[src/hdl/ccw_pkg.sv]
/*
 * Shared constants and types for the call / clear / watchdog-clear
 * execution unit.
 * Assumes a decoder upstream that classifies each instruction word.
 */
package ccw_pkg;

	// Default widths
	localparam int CCW_PC_W = 11;       // Program counter width
	localparam int CCW_DATA_W = 8;      // Data memory byte width
	localparam int CCW_MADDR_W = 7;     // Data memory address width
	localparam int CCW_BIT_W = 3;       // Bit index width

	// Cycle count and return address step
	localparam int CCW_CALL_CYCLES = 2;     // Call occupies two cycles
	localparam int CCW_PC_STEP = 1;         // Return address increment

	// Values written and held after reset
	localparam logic [7:0] CCW_BYTE_CLEAR = 8'h00;   // Cleared byte
	localparam logic CCW_FLAG_RESET = 1'b0;          // Flags after reset

	// Instruction classes handled by this unit
	typedef enum logic [2:0] {
		CCW_OP_OTHER,
		CCW_OP_CALL,
		CCW_OP_BYTE_CLR,
		CCW_OP_BIT_CLR,
		CCW_OP_WDT_CLR,
		CCW_OP_PRE1,
		CCW_OP_PRE2
	} ccw_op_e;

	// Which pre-clear ran last
	typedef enum logic [1:0] {
		CCW_PRE_NONE,
		CCW_PRE_FIRST,
		CCW_PRE_SECOND
	} ccw_pre_e;

	// Execution sequencer states
	typedef enum logic [0:0] {
		CCW_ST_IDLE,
		CCW_ST_CALL
	} ccw_state_e;

endpackage

[src/hdl/ccw_wdt_if.sv]
/*
 * Strobes between the execution unit and its pre-clear pairing tracker.
 * Assumes both ends share the core clock; strobes last one cycle.
 */
`timescale 1ns/1ps

interface ccw_wdt_if;
	logic single_clear;   // Single watchdog clear executed
	logic pre_first;      // First pre-clear executed
	logic pre_second;     // Second pre-clear executed
	logic do_clear;       // Counter and flags must be cleared now

	modport exec (output single_clear, output pre_first,
		output pre_second, input do_clear);
	modport tracker (input single_clear, input pre_first,
		input pre_second, output do_clear);
endinterface

[src/hdl/ccw_exec.sv]
/*
 * Execution unit for subroutine call, data byte clear, data bit clear
 * and the three watchdog clear instructions.
 * Assumes instruction class and operands arrive synchronous to clock,
 * data memory read data is valid in the cycle an instruction is taken,
 * and the watchdog counter and stack live outside this block.
 */
// Summary of operation
// - Call always jumps, nothing suppresses it
// - Call pushes program counter plus one
// - After push, load target into program counter
// - Call takes two instruction cycles
// - Byte clear writes zero to memory
// - Bit clear zeroes only selected bit
// - Single clear resets counter and both flags
// - First pre-clear clears only alternating with second
// - Repeated first pre-clear has no effect
// - Second pre-clear clears only alternating with first
// - Repeated second pre-clear has no effect
// - Pre-clears clear the flags only after both pre-clears
// - Program counter changes take two cycles
`timescale 1ns/1ps

module ccw_exec
	import ccw_pkg::*;
#(
	parameter int PC_W = CCW_PC_W,          // Program counter width
	parameter int MADDR_W = CCW_MADDR_W,    // Data memory address width
	parameter int BIT_W = CCW_BIT_W         // Bit index width
)
(
	input wire logic clock,
	input wire logic rst_b,
	input wire logic op_valid,
	output logic op_ready,
	input wire ccw_op_e op_class,
	input wire logic [PC_W-1:0] op_pc,
	input wire logic [PC_W-1:0] op_target,
	input wire logic [MADDR_W-1:0] op_maddr,
	input wire logic [BIT_W-1:0] op_bit,
	input wire logic [CCW_DATA_W-1:0] mem_rdata,
	output logic mem_we,
	output logic [MADDR_W-1:0] mem_waddr,
	output logic [CCW_DATA_W-1:0] mem_wdata,
	output logic stack_push,
	output logic [PC_W-1:0] stack_data,
	output logic pc_load,
	output logic [PC_W-1:0] pc_target,
	output logic watchdog_counter_clear,
	input wire logic timeout_set,
	input wire logic powerdown_set,
	output logic timeout_flag,
	output logic powerdown_flag
);

	////////////////////////////////////////////////////////////////////
	// Elaboration checks
	if (PC_W < 2 || PC_W > 16)
		$error("PC_W out of range");
	if (MADDR_W < 1 || (1 << BIT_W) != CCW_DATA_W)
		$error("address or bit index width unusable");

	////////////////////////////////////////////////////////////////////
	// Declarations
	ccw_state_e state_ff;                 // Sequencer state
	logic take;                           // Instruction accepted now
	logic [PC_W-1:0] target_ff;           // Held call target
	logic mem_we_ff;                      // Registered write strobe
	logic [MADDR_W-1:0] mem_waddr_ff;     // Registered write address
	logic [CCW_DATA_W-1:0] mem_wdata_ff;  // Registered write data
	logic [CCW_DATA_W-1:0] nxt_wdata;     // Write data being formed
	logic push_ff;                        // Registered push strobe
	logic [PC_W-1:0] push_data_ff;        // Return address
	logic pc_load_ff;                     // Registered jump strobe
	logic wdt_clr_ff;                     // Registered counter clear
	logic timeout_ff;                     // Timeout flag
	logic powerdown_ff;                   // Power-down flag

	ccw_wdt_if wif ();                    // Link to pairing tracker

	////////////////////////////////////////////////////////////////////
	// Handshake: no new instruction while the call finishes
	always_comb begin
		op_ready = (state_ff == CCW_ST_IDLE);
		take = op_valid && op_ready;
	end

	// Strobes to the pairing tracker
	always_comb begin
		wif.single_clear = take && op_class == CCW_OP_WDT_CLR;
		wif.pre_first = take && op_class == CCW_OP_PRE1;
		wif.pre_second = take && op_class == CCW_OP_PRE2;
	end

	ccw_preclear u_preclear (
		.clock(clock),
		.rst_b(rst_b),
		.w(wif.tracker)
	);

	////////////////////////////////////////////////////////////////////
	// Call sequencer; the jump lands one cycle after the push so the
	// stack sees the return address before the program counter moves
	always_ff @(posedge clock or negedge rst_b) begin
		if (!rst_b) begin
			state_ff <= CCW_ST_IDLE;
		end else begin
			unique case (state_ff)
				CCW_ST_IDLE: begin
					// No condition gates the call
					if (take && op_class == CCW_OP_CALL)
						state_ff <= CCW_ST_CALL;
				end
				CCW_ST_CALL: begin
					// Second cycle of the call
					state_ff <= CCW_ST_IDLE;
				end
			endcase
		end
	end

	// Held target for the jump cycle
	always_ff @(posedge clock or negedge rst_b) begin
		if (!rst_b) begin
			target_ff <= '0;
		end else if (take && op_class == CCW_OP_CALL) begin
			target_ff <= op_target;
		end
	end

	// Return address push, first cycle of the call
	always_ff @(posedge clock or negedge rst_b) begin
		if (!rst_b) begin
			push_ff <= 1'b0;
			push_data_ff <= '0;
		end else begin
			push_ff <= take && op_class == CCW_OP_CALL;
			if (take && op_class == CCW_OP_CALL)
				push_data_ff <= op_pc + PC_W'(CCW_PC_STEP);
		end
	end

	// Jump strobe, second cycle of the call
	always_ff @(posedge clock or negedge rst_b) begin
		if (!rst_b) begin
			pc_load_ff <= 1'b0;
		end else begin
			pc_load_ff <= (state_ff == CCW_ST_CALL);
		end
	end

	////////////////////////////////////////////////////////////////////
	// Memory clear data; bit clear is a read-modify-write, so the
	// unselected bits come from the byte read in the same cycle
	always_comb begin
		nxt_wdata = mem_rdata;
		if (op_class == CCW_OP_BYTE_CLR) begin
			nxt_wdata = CCW_BYTE_CLEAR;
		end else begin
			nxt_wdata[op_bit] = 1'b0;
		end
	end

	// Registered memory write; no arithmetic flag is ever touched here
	always_ff @(posedge clock or negedge rst_b) begin
		if (!rst_b) begin
			mem_we_ff <= 1'b0;
			mem_waddr_ff <= '0;
			mem_wdata_ff <= '0;
		end else begin
			mem_we_ff <= take && (op_class == CCW_OP_BYTE_CLR
				|| op_class == CCW_OP_BIT_CLR);
			if (take) begin
				mem_waddr_ff <= op_maddr;
				mem_wdata_ff <= nxt_wdata;
			end
		end
	end

	////////////////////////////////////////////////////////////////////
	// Watchdog counter clear strobe
	always_ff @(posedge clock or negedge rst_b) begin
		if (!rst_b) begin
			wdt_clr_ff <= 1'b0;
		end else begin
			wdt_clr_ff <= wif.do_clear;
		end
	end

	// Status flags; a set in the clearing cycle wins so no event is lost
	always_ff @(posedge clock or negedge rst_b) begin
		if (!rst_b) begin
			timeout_ff <= CCW_FLAG_RESET;
			powerdown_ff <= CCW_FLAG_RESET;
		end else begin
			if (timeout_set)
				timeout_ff <= 1'b1;
			else if (wif.do_clear)
				timeout_ff <= 1'b0;
			if (powerdown_set)
				powerdown_ff <= 1'b1;
			else if (wif.do_clear)
				powerdown_ff <= 1'b0;
		end
	end

	////////////////////////////////////////////////////////////////////
	// Outputs
	always_comb begin
		mem_we = mem_we_ff;
		mem_waddr = mem_waddr_ff;
		mem_wdata = mem_wdata_ff;
		stack_push = push_ff;
		stack_data = push_data_ff;
		pc_load = pc_load_ff;
		pc_target = target_ff;
		watchdog_counter_clear = wdt_clr_ff;
		timeout_flag = timeout_ff;
		powerdown_flag = powerdown_ff;
	end
endmodule

[src/hdl/ccw_preclear.sv]
/*
 * Pairing tracker for the two pre-clear instructions.
 * Assumes at most one strobe of the interface is high per cycle.
 */
`timescale 1ns/1ps

module ccw_preclear
	import ccw_pkg::*;
(
	input wire logic clock,
	input wire logic rst_b,
	ccw_wdt_if.tracker w
);

	ccw_pre_e last_ff;    // Last pre-clear seen
	ccw_pre_e nxt_last;   // Next value of last_ff

	////////////////////////////////////////////////////////////////////
	// Clear decision: single clear always, a pre-clear only after its
	// partner, so a runaway loop of one kind cannot feed the watchdog
	always_comb begin
		w.do_clear = w.single_clear;
		nxt_last = last_ff;
		if (w.single_clear) begin
			// Start pairing afresh
			nxt_last = CCW_PRE_NONE;
		end else if (w.pre_first) begin
			if (last_ff == CCW_PRE_SECOND) begin
				w.do_clear = 1'b1;
				nxt_last = CCW_PRE_NONE;
			end else begin
				// Repeat of the first has no effect
				nxt_last = CCW_PRE_FIRST;
			end
		end else if (w.pre_second) begin
			if (last_ff == CCW_PRE_FIRST) begin
				w.do_clear = 1'b1;
				nxt_last = CCW_PRE_NONE;
			end else begin
				// Repeat of the second has no effect
				nxt_last = CCW_PRE_SECOND;
			end
		end
	end

	// Pairing memory
	always_ff @(posedge clock or negedge rst_b) begin
		if (!rst_b) begin
			last_ff <= CCW_PRE_NONE;
		end else begin
			last_ff <= nxt_last;
		end
	end
endmodule

[config.mk]
export PLATFORM = sky130hd
export DESIGN_NAME = ccw_exec
export DESIGN_NICKNAME = d
export VERILOG_FILES = /design/src/hdl/ccw_pkg.sv /design/src/hdl/ccw_wdt_if.sv /design/src/hdl/ccw_exec.sv /design/src/hdl/ccw_preclear.sv
export SDC_FILE = /design/constraint.sdc
export NUM_CORES = 1
export LEC_CHECK = 0
export ABC_AREA = 1
export ABC_CLOCK_PERIOD_IN_PS = 1600
export BUFFER_PORTS_ARGS = -buffer_cell sky130_fd_sc_hd__buf_4
export CELL_PAD_IN_SITES_DETAIL_PLACEMENT = 1
export CELL_PAD_IN_SITES_GLOBAL_PLACEMENT = 1
export CORE_MARGIN = 5
export CORE_UTILIZATION = 33
export CTS_BUF_LIST = sky130_fd_sc_hd__clkbuf_16
export CTS_CLUSTER_DIAMETER = 40
export DETAILED_ROUTE_END_ITERATION = 12
export HOLD_SLACK_MARGIN = 0.15
export PLACE_DENSITY_LB_ADDON = 0.1
export SYNTH_ARGS = -nofsm -noshare
export SYNTH_HDL_FRONTEND = slang
export SYNTH_SLANG_ARGS = --single-unit
[constraint.sdc]
create_clock -name clock -period 1.6 [get_ports clock]
set_input_delay 0.16 -clock clock [delete_from_list [all_inputs] [get_ports clock]]
set_output_delay 0.16 -clock clock [all_outputs]
set_load 0.02 [all_outputs]
# --- Yosys cells after proc, flatten, opt, wreduce, memory -nomap -nowiden ---
# Index checks and enable logic that the tools add are counted.
totals:
  out_inout_bits: 44
  wordCells: 55
  reg_bits: 46
  input_bits: 48
classes:
  muxes: 18
  n_bitwise: 3
  n_eq_ne: 8
  add_sub_neg: 1
  n_lt_le_gt_ge: 2
  reduce_logical: 11
ops:
  columns: ["operator", "n"]
  rows:
  - ["$add 11x1->11 const B", 1]
  - ["$mux 1", 11]
  - ["$eq 3x3->1 const B", 3]
  - ["$and 8x8->8", 1]
  - ["$mux 2", 4]
  - ["$mux 8", 1]
  - ["$not 8->8", 1]
  - ["$logic_and 1x1->1", 7]
  - ["$eq 3x2->1 const B", 2]
  - ["$lt 3x4->1 const B", 1]
  - ["$reduce_bool 2->1", 2]
  - ["$demux 1 s3", 1]
  - ["$eq 3x1->1 const B", 1]
  - ["$ge 3x1->1 const B", 1]
  - ["$reduce_bool 3->1", 1]
  - ["$eq 2x1->1 const B", 1]
  - ["$eq 2x2->1 const B", 1]
  - ["$pmux 1 s2", 1]
  - ["$logic_or 1x1->1", 1]
  - ["$not 1->1", 1]

# --- Longest topological paths before layout ---
# Gate-level depths: netlist of the first run.
logic_depth:
  ltp_word: 8
  depth_mapped: 7

# --- Cells and area by module ---
# A second synthesis of the first run with hierarchy kept.
unflattened:
  cells_unflattened: 244
  area_unflattened_um2: 2026.9
modules_own_cells:
  columns: ["module", "area_each_um2", "n_inst", "cells_each"]
  rows:
  - ["ccw_exec", 1915.6, 1, 226]
  - ["ccw_preclear", 111.4, 1, 18]

# --- Worst setup path before layout of the first run ---
# No wires, ideal clock.
synth_timing:
  path_kind: "register to register"
  startpoint: "reg state_ff"
  endpoint: "reg powerdown_ff, in the netlist powerdown_flag"
  required_ns: 1.481
  stages_incl_launch_ff: 7
  period_less_slack_ns: 1.180
  path_buffers: 0
  arrival_time_ns: 1.061
  slack_ns: 0.420
  path_cell_list: "dfrtp_1 > inv_1 > nand2_1 > nor2_1 > nand2_1 > nand4_1 > nand2_1"
synth_between:
  elab_chain_len: 7
  elab_cells_between_ends: 9
synth_lines:
  columns: ["element", "line", "source"]
  rows:
  - ["from (decl)", "ccw_exec.sv:65", "ccw_state_e state_ff;"]
  - ["from (signal assigned)", "ccw_exec.sv:106", "state_ff <= CCW_ST_IDLE;"]
  - ["from (signal assigned)", "ccw_exec.sv:112", "state_ff <= CCW_ST_CALL;"]
  - ["from (signal assigned)", "ccw_exec.sv:116", "state_ff <= CCW_ST_IDLE;"]
  - ["$not 1->1 *", "ccw_exec.sv:84", "op_ready = (state_ff == CCW_ST_IDLE);"]
  - ["net op_ready", "ccw_exec.sv:35", "output logic op_ready,"]
  - ["$logic_and 1x1->1 *", "ccw_exec.sv:85", "take = op_valid && op_ready;"]
  - ["$logic_and 1x1->1", "ccw_exec.sv:92", "wif.pre_second = take && op_class == CCW_OP_PRE2;"]
  - ["$mux 1", "ccw_preclear.sv:35", "end else if (w.pre_second) begin"]
  - ["$mux 1", "ccw_preclear.sv:27", "end else if (w.pre_first) begin"]
  - ["$mux 1 *", "ccw_preclear.sv:24", "if (w.single_clear) begin"]
  - ["$reduce_bool 2->1 (no line) *", null, null]
  - ["to (signal assigned)", "ccw_exec.sv:194", "powerdown_ff <= CCW_FLAG_RESET;"]
  - ["to (signal assigned)", "ccw_exec.sv:201", "powerdown_ff <= 1'b1;"]
  - ["to (signal assigned)", "ccw_exec.sv:203", "powerdown_ff <= 1'b0;"]
  - ["to (decl)", "ccw_exec.sv:77", "logic powerdown_ff;"]
# The timed path passes the listed nets; every way through them passes the cells marked *.
# A chain may end at the register's enable or synchronous reset.

# --- Final worst setup path of the first run ---
layout_timing:
  startpoint: "in op_pc[0]"
  endpoint: "reg push_data_ff[6], in the netlist stack_data[6]"
layout_between:
  elab_chain_len: 1
layout_lines:
  columns: ["element", "line", "source"]
  rows:
  - ["from (decl)", "ccw_exec.sv:37", "input wire logic [PC_W-1:0] op_pc,"]
  - ["$add 11x1->11", "ccw_exec.sv:139", "push_data_ff <= op_pc + PC_W'(CCW_PC_STEP);"]
  - ["to (signal assigned)", "ccw_exec.sv:139", null]
  - ["to (decl)", "ccw_exec.sv:73", "logic [PC_W-1:0] push_data_ff;"]
# Every way passes these cells.

==> results.toml, run 1 <==
[detailed_routing]
via_per_inst = 4.570
vias = 1988
drtPass1Iterations = 4
routed_wl_um = 6135
antenna_violating_nets_post_route = 0
route.detailed.drc = 0
wire_per_inst_um = 14.10
drtIter0Drc = 42

[synthesis]
yosys.cell_types.count = 20
synth_top_family_by_area = "simple AND/OR/NAND/NOR gates"
synth_area_um2 = 2056
synthMuxAreaShare = 0
syn_nets = 290
netlist_instances = 241
yosysWarningCount = 0
synth_compound_gate_area_share = 0.05113
ys_seq_area_frac = 0.5600
synthXorXnorAreaFrac = 0.01704
synth_fa_ha_area_frac = 0.006086
synth-seq-cells = 46
yosys.area_share.simple = 0.3019
syn-mean-instance-area_um2 = 8.530

[timing]
period_share = 0.8695
finalSetupViolations = 0
finalSetupTns_ps = 0
rsz0062_at_grt = "false"
timing.final.crit_period_ps = 1391
hold_viol = 0
clock_skew_ps = 1.963
slew_viol_final = 0
worst_pin_slew_ps = 580.7
slew_headroom = 0.6129
fmax_mhz = 718.8

[grt]
grt_pass1_wl_um = 9584
grt_util_all_layers = 0.1591
gr-total-overflow = 0
grt_pass1_vias = 2082
grt_max_degree = 47
grt_antenna_before_repair = 0

[run_status]
outcome = "complete, no violations"

[cts]
clock_latency_ps = 280
cts_root_buffer = "clkbuf_16"
clk_pin_slew_worst_paths_ps = 60
cts_made_buffers = 5
clockBufferDepth = 2
cts_tree = "yes"
htreeDepth = 2
clock_sinks = 46

[die]
pin_count = 92
core_um2 = 5991
die_w_um = 88.93
rows = 28
fp.dieArea_um2 = 7908
start_util = 0.3431
die_y_um = 88.93

[placement]
placed_area_um2 = 2803
numPortBuffers = 91
dp_hpwl_um = 4431
gp_congestion = 0.7545
dp_cells = 404

[flow_run]
max_cap_viol_count = 0

[final_layout]
layout.cells.non_filler = 435
syn_to_final_growth_pct = 54.23
fin_area_um2 = 3171
drive_gt1_frac = 0.3000
final_net_count = 408
n_antenna_cell = 0
layout_common_cells = "nand2_1, buf_4, dfrtp_1, nand3_1, dlygate4sd3_1"
mostFrequentLayoutCell = "nand2_1"

[critical_path]
cp_cell_sequence = "dlygate4sd3_1 > buf_4 > ha_1 > nand2_1 > nor2_4 > xor2_1 > nand2_1 > nand2_1"
cp-end-kind = "flip-flop"
path_class = "input pin to flip-flop"
slowest_delay_ps = 530
arrival_ps = 1610
startpoint_type = "input pin"
slowest_stage = "dlygate4sd3_1"
crit_top_cell = "nand2_1"
cp.required_ps = 1820
crit_fanout = 5

[power]
total_leakage_power_nw = 1.703
p_per_area_nw_per_um2 = 1040
power_mw = 3.297
ir_drop_uv = 566.5

[worst_hold_path]
hold_class = "input pin to flip-flop"
==> metal layers <==
metal | wire, um | up-vias | track usage
li1 | - | 1000 | -
met1 | 2443 | 925 | 0.1783
met2 | 3179 | 57 | 0.2888
met3 | 440 | 6 | 0.04332
met4 | 71 | 0 | 0.05632
met5 | 0 | - | 0
==> final timing paths <==
check	slack (ps)	cells after the start	startpoint	endpoint
worst max-delay path	210	8	op_pc[0]	stack_data[6]
worst min-delay path	160	3	mem_rdata[3]	mem_wdata[3]
worst max register to register	280	5	state_ff	pc_target[2]
worst min register to register	460	0	state_ff	pc_load
max in group asynchronous	780	2	rst_b	stack_data[5]
min in group asynchronous	420	2	rst_b	watchdog_counter_clear
==> cells by family (layout without fill, tap and decap cells) <==
kind of cell / count (synthesis) / in the layout
and+or+nand+nor: 145 / 145
DFF: 46 / 46
xor gates and xnor gates: 4 / 4
buffers and inverters: 26 / 145
adders and majority gates: 1 / 1
AOI/OAI and AO/OA: 19 / 19
==> cell type report <==
cell class                 count  area, um^2
clock buffer                   5       125.1
tap                           75       93.84
multi-input combinational    169       773.2
clock inverter                 3       12.51
timing repair buffer         118       943.4
inverter                      19       71.32
sequential                    46        1151
fill                         716        2820
==> where the power goes <==
part | switching [mW] | leakage [nW] | internal, mW | total, mW
clock | 0.413 | 0.0724 | 0.565 | 0.978
combinational | 0.479 | 1.06 | 0.404 | 0.883
sequential | 0.107 | 0.575 | 1.33 | 1.44
==> sequential cells by signal (all words and copies together) (netlist names), 2 cells and up <==
| signal | flops |
|---|---|
| pc_target | 11 |
| stack_data | 11 |
| mem_wdata | 8 |
| mem_waddr | 7 |
| u_preclear.last_ff | 2 |
==> critical path: cells and delay by family <==
kind,cells,cell delay (ps)
xor+xnor,1,190
fa+ha+maj,1,200
buf+inv,2,650
simple gates,4,420
==> synth_stat cells, drive strengths merged <==
library cell | instances | share of area
ha | 1 | 0.0061
dfrtp | 46 | 0.56
nor3 | 5 | 0.012
xor2 | 3 | 0.013
nand3 | 27 | 0.068
nor2 | 10 | 0.026
buf | 7 | 0.029
nand4 | 4 | 0.015
o21ai | 18 | 0.047
inv | 19 | 0.035
nand2 | 99 | 0.18
o21bai | 1 | 0.0037
xnor2 | 1 | 0.0043
==> stage by stage <==
step                  util  setup slack (ps)  hold WS (ps)
floorplan                -             420.4        -135.6
global placement    0.4678             300.3         207.2
detailed placement  0.4678             238.1         208.4
CTS                 0.5292             187.2         155.2
global route        0.5292             91.58         158.3
finish              0.5292             208.8         159.4
==> repair_timing <==
action                                  4_1_cts  5_1_grt
hold buffers                                 23        0
endpoints found under the setup margin        0        0
buffers inserted                              0        0
gates resized for setup                       0        0
endpoints found under the hold margin        68        0
(Power assumes the default switching activity.)
==> run 2, diff against run 1 <==
Settings changed: ABC_CLOCK_PERIOD_IN_PS 1600 to 1100, CORE_ASPECT_RATIO from default to 1.4, CORE_UTILIZATION 33 to 30.
Clock period 1.6 ns to 1.1 ns, I/O delays scaled along.
==> results.toml, run 2 (synthesized netlist as in run 1, its figures left out) <==
[run_status]
outcome = "complete, but fails checks"
violations = "setup timing"

[placement]
gp_congestion = 0.7398
dp_cells = 422
dp_hpwl_um = 4584
numPortBuffers = 91

[die]
core_um2 = 6613
die_y_um = 107.9
fp.dieArea_um2 = 8631
start_util = 0.3109
rows = 35
pin_count = 92
die_w_um = 79.96

[timing]
fmax_mhz = 853.9
slew_viol_final = 0
worst_pin_slew_ps = 612.5
rsz0062_at_grt = "true"
period_share = 1.065
hold_viol = 0
finalSetupTns_ps = -852.9
worst_slack_ps = -71.11
clock_skew_ps = 4.356
timing.final.crit_period_ps = 1171
finalSetupViolations = 23
slew_headroom = 0.5917

[critical_path]
crit_fanout = 19
arrival_ps = 1340
slowest_stage = "dfrtp_1"
cp.required_ps = 1270
cp-end-kind = "flip-flop"
startpoint_type = "flip-flop"
cp_cell_sequence = "nor2_4 > nand4_4 > buf_12 > nand2_1 > o21ai_1"
slowest_delay_ps = 420
path_class = "flip-flop to flip-flop"

[cts]
clock_latency_ps = 280
clk_pin_slew_worst_paths_ps = 60
clock_sinks = 46
htreeDepth = 2
clockBufferDepth = 2
cts_tree = "yes"
cts_root_buffer = "clkbuf_16"
cts_made_buffers = 5
cts_setup_buffers = 0

[final_layout]
mostFrequentLayoutCell = "buf_4"
layout.cells.non_filler = 467
n_antenna_cell = 0
fillers = 791
drive_gt1_frac = 0.3387
final_net_count = 423
layout_common_cells = "buf_4, nand2_1, dfrtp_1, dlygate4sd3_1, nand3_1"
syn_to_final_growth_pct = 67.38

[detailed_routing]
antenna_violating_nets_post_route = 0
drtPass1Iterations = 3
routed_wl_um = 6548
route.detailed.drc = 0
wire_per_inst_um = 14.02
vias = 2045
drtIter0Drc = 40
via_per_inst = 4.379

[grt]
grt_util_all_layers = 0.1582
gr-total-overflow = 0
grt_pass1_vias = 2242
grt_max_degree = 47
grt_antenna_before_repair = 0
grt_pass1_wl_um = 10760

[power]
ir_drop_uv = 798.2
power_mw = 4.925
p_per_area_nw_per_um2 = 1431
total_leakage_power_nw = 1.774

[flow_run]
max_cap_viol_count = 0

[worst_hold_path]
hold_class = "input pin to flip-flop"
run 2: changes by cell type in the layout (fill, tap and decap cells not counted), sizes merged:
cell	change
inv	-1
dlygate4sd3	+14
clkinvlp	+1
buf	+1
run 2: critical path: cells and delay by family (launching register included):
| kind | cells | cell delay (ps) |
|---|---|---|
| flip-flops | 1 | 420 |
| AND/OR/NAND/NOR | 3 | 370 |
| buffers and inverters | 1 | 210 |
| AO/OA/AOI/OAI | 1 | 60 |
run 2: stage by stage:
step	cell area [um^2]	hold WS (ps)	utilization	setup slack, ps
floorplan	2063	-185.6	-	-6.756
global placement	2839	162.0	0.4293	-66.70
finish	3441	156.9	0.5203	-71.11
global route	3441	179.6	0.5203	-163.7
CTS	3385	153.1	0.5118	-60.75
detailed placement	2839	171.4	0.4293	-138.9
run 2: cell type report:
cell class	count	area [um^2]	share of cell area
Sequential cell	46	1151	0.3345
Inverter	19	76.32	0.02218
Clock buffer	5	125.1	0.03636
Clock inverter	3	16.27	0.004727
Multi-Input combinational cell	169	829.5	0.2411
Tap cell	92	115.1	0.03345
Timing Repair Buffer	133	1127	0.3276
run 2: path summary, 6_finish.rpt:
path / startpoint / endpoint / slack [ps] / cells past startpoint
min in group asynchronous: rst_b / mem_wdata[3] / 380 / 2
worst max-delay path: state_ff / stack_data[3] / -70 / 5
worst max register to register: state_ff / stack_data[3] / -70 / 5
max in group asynchronous: rst_b / mem_wdata[4] / 300 / 2
worst min register to register: state_ff / pc_load / 470 / 0
worst min-delay path: op_pc[2] / stack_data[2] / 160 / 3
run 2: timing repair:
action,CTS,global route
hold buffers,37,0
pin swaps,0,2
resized for setup,9,22
endpoints found under the setup margin,26,42
hold endpoints to repair,82,0
run 2: power by group:
part / switching (mW) / total, mW / internal (mW)
Clock: 0.633 / 1.46 / 0.830
Sequential: 0.153 / 2.09 / 1.93
Combinational: 0.731 / 1.38 / 0.645
Total: 1.52 / 4.93 / 3.41
run 2: per-layer routing:
metal	global-route usage	routed length [um]	vias to the layer above
met1	0.1751	2617	958
met5	0	0	-
li1	-	-	1031
met4	0.05072	94	0
met3	0.02417	276	5
met2	0.3021	3560	51
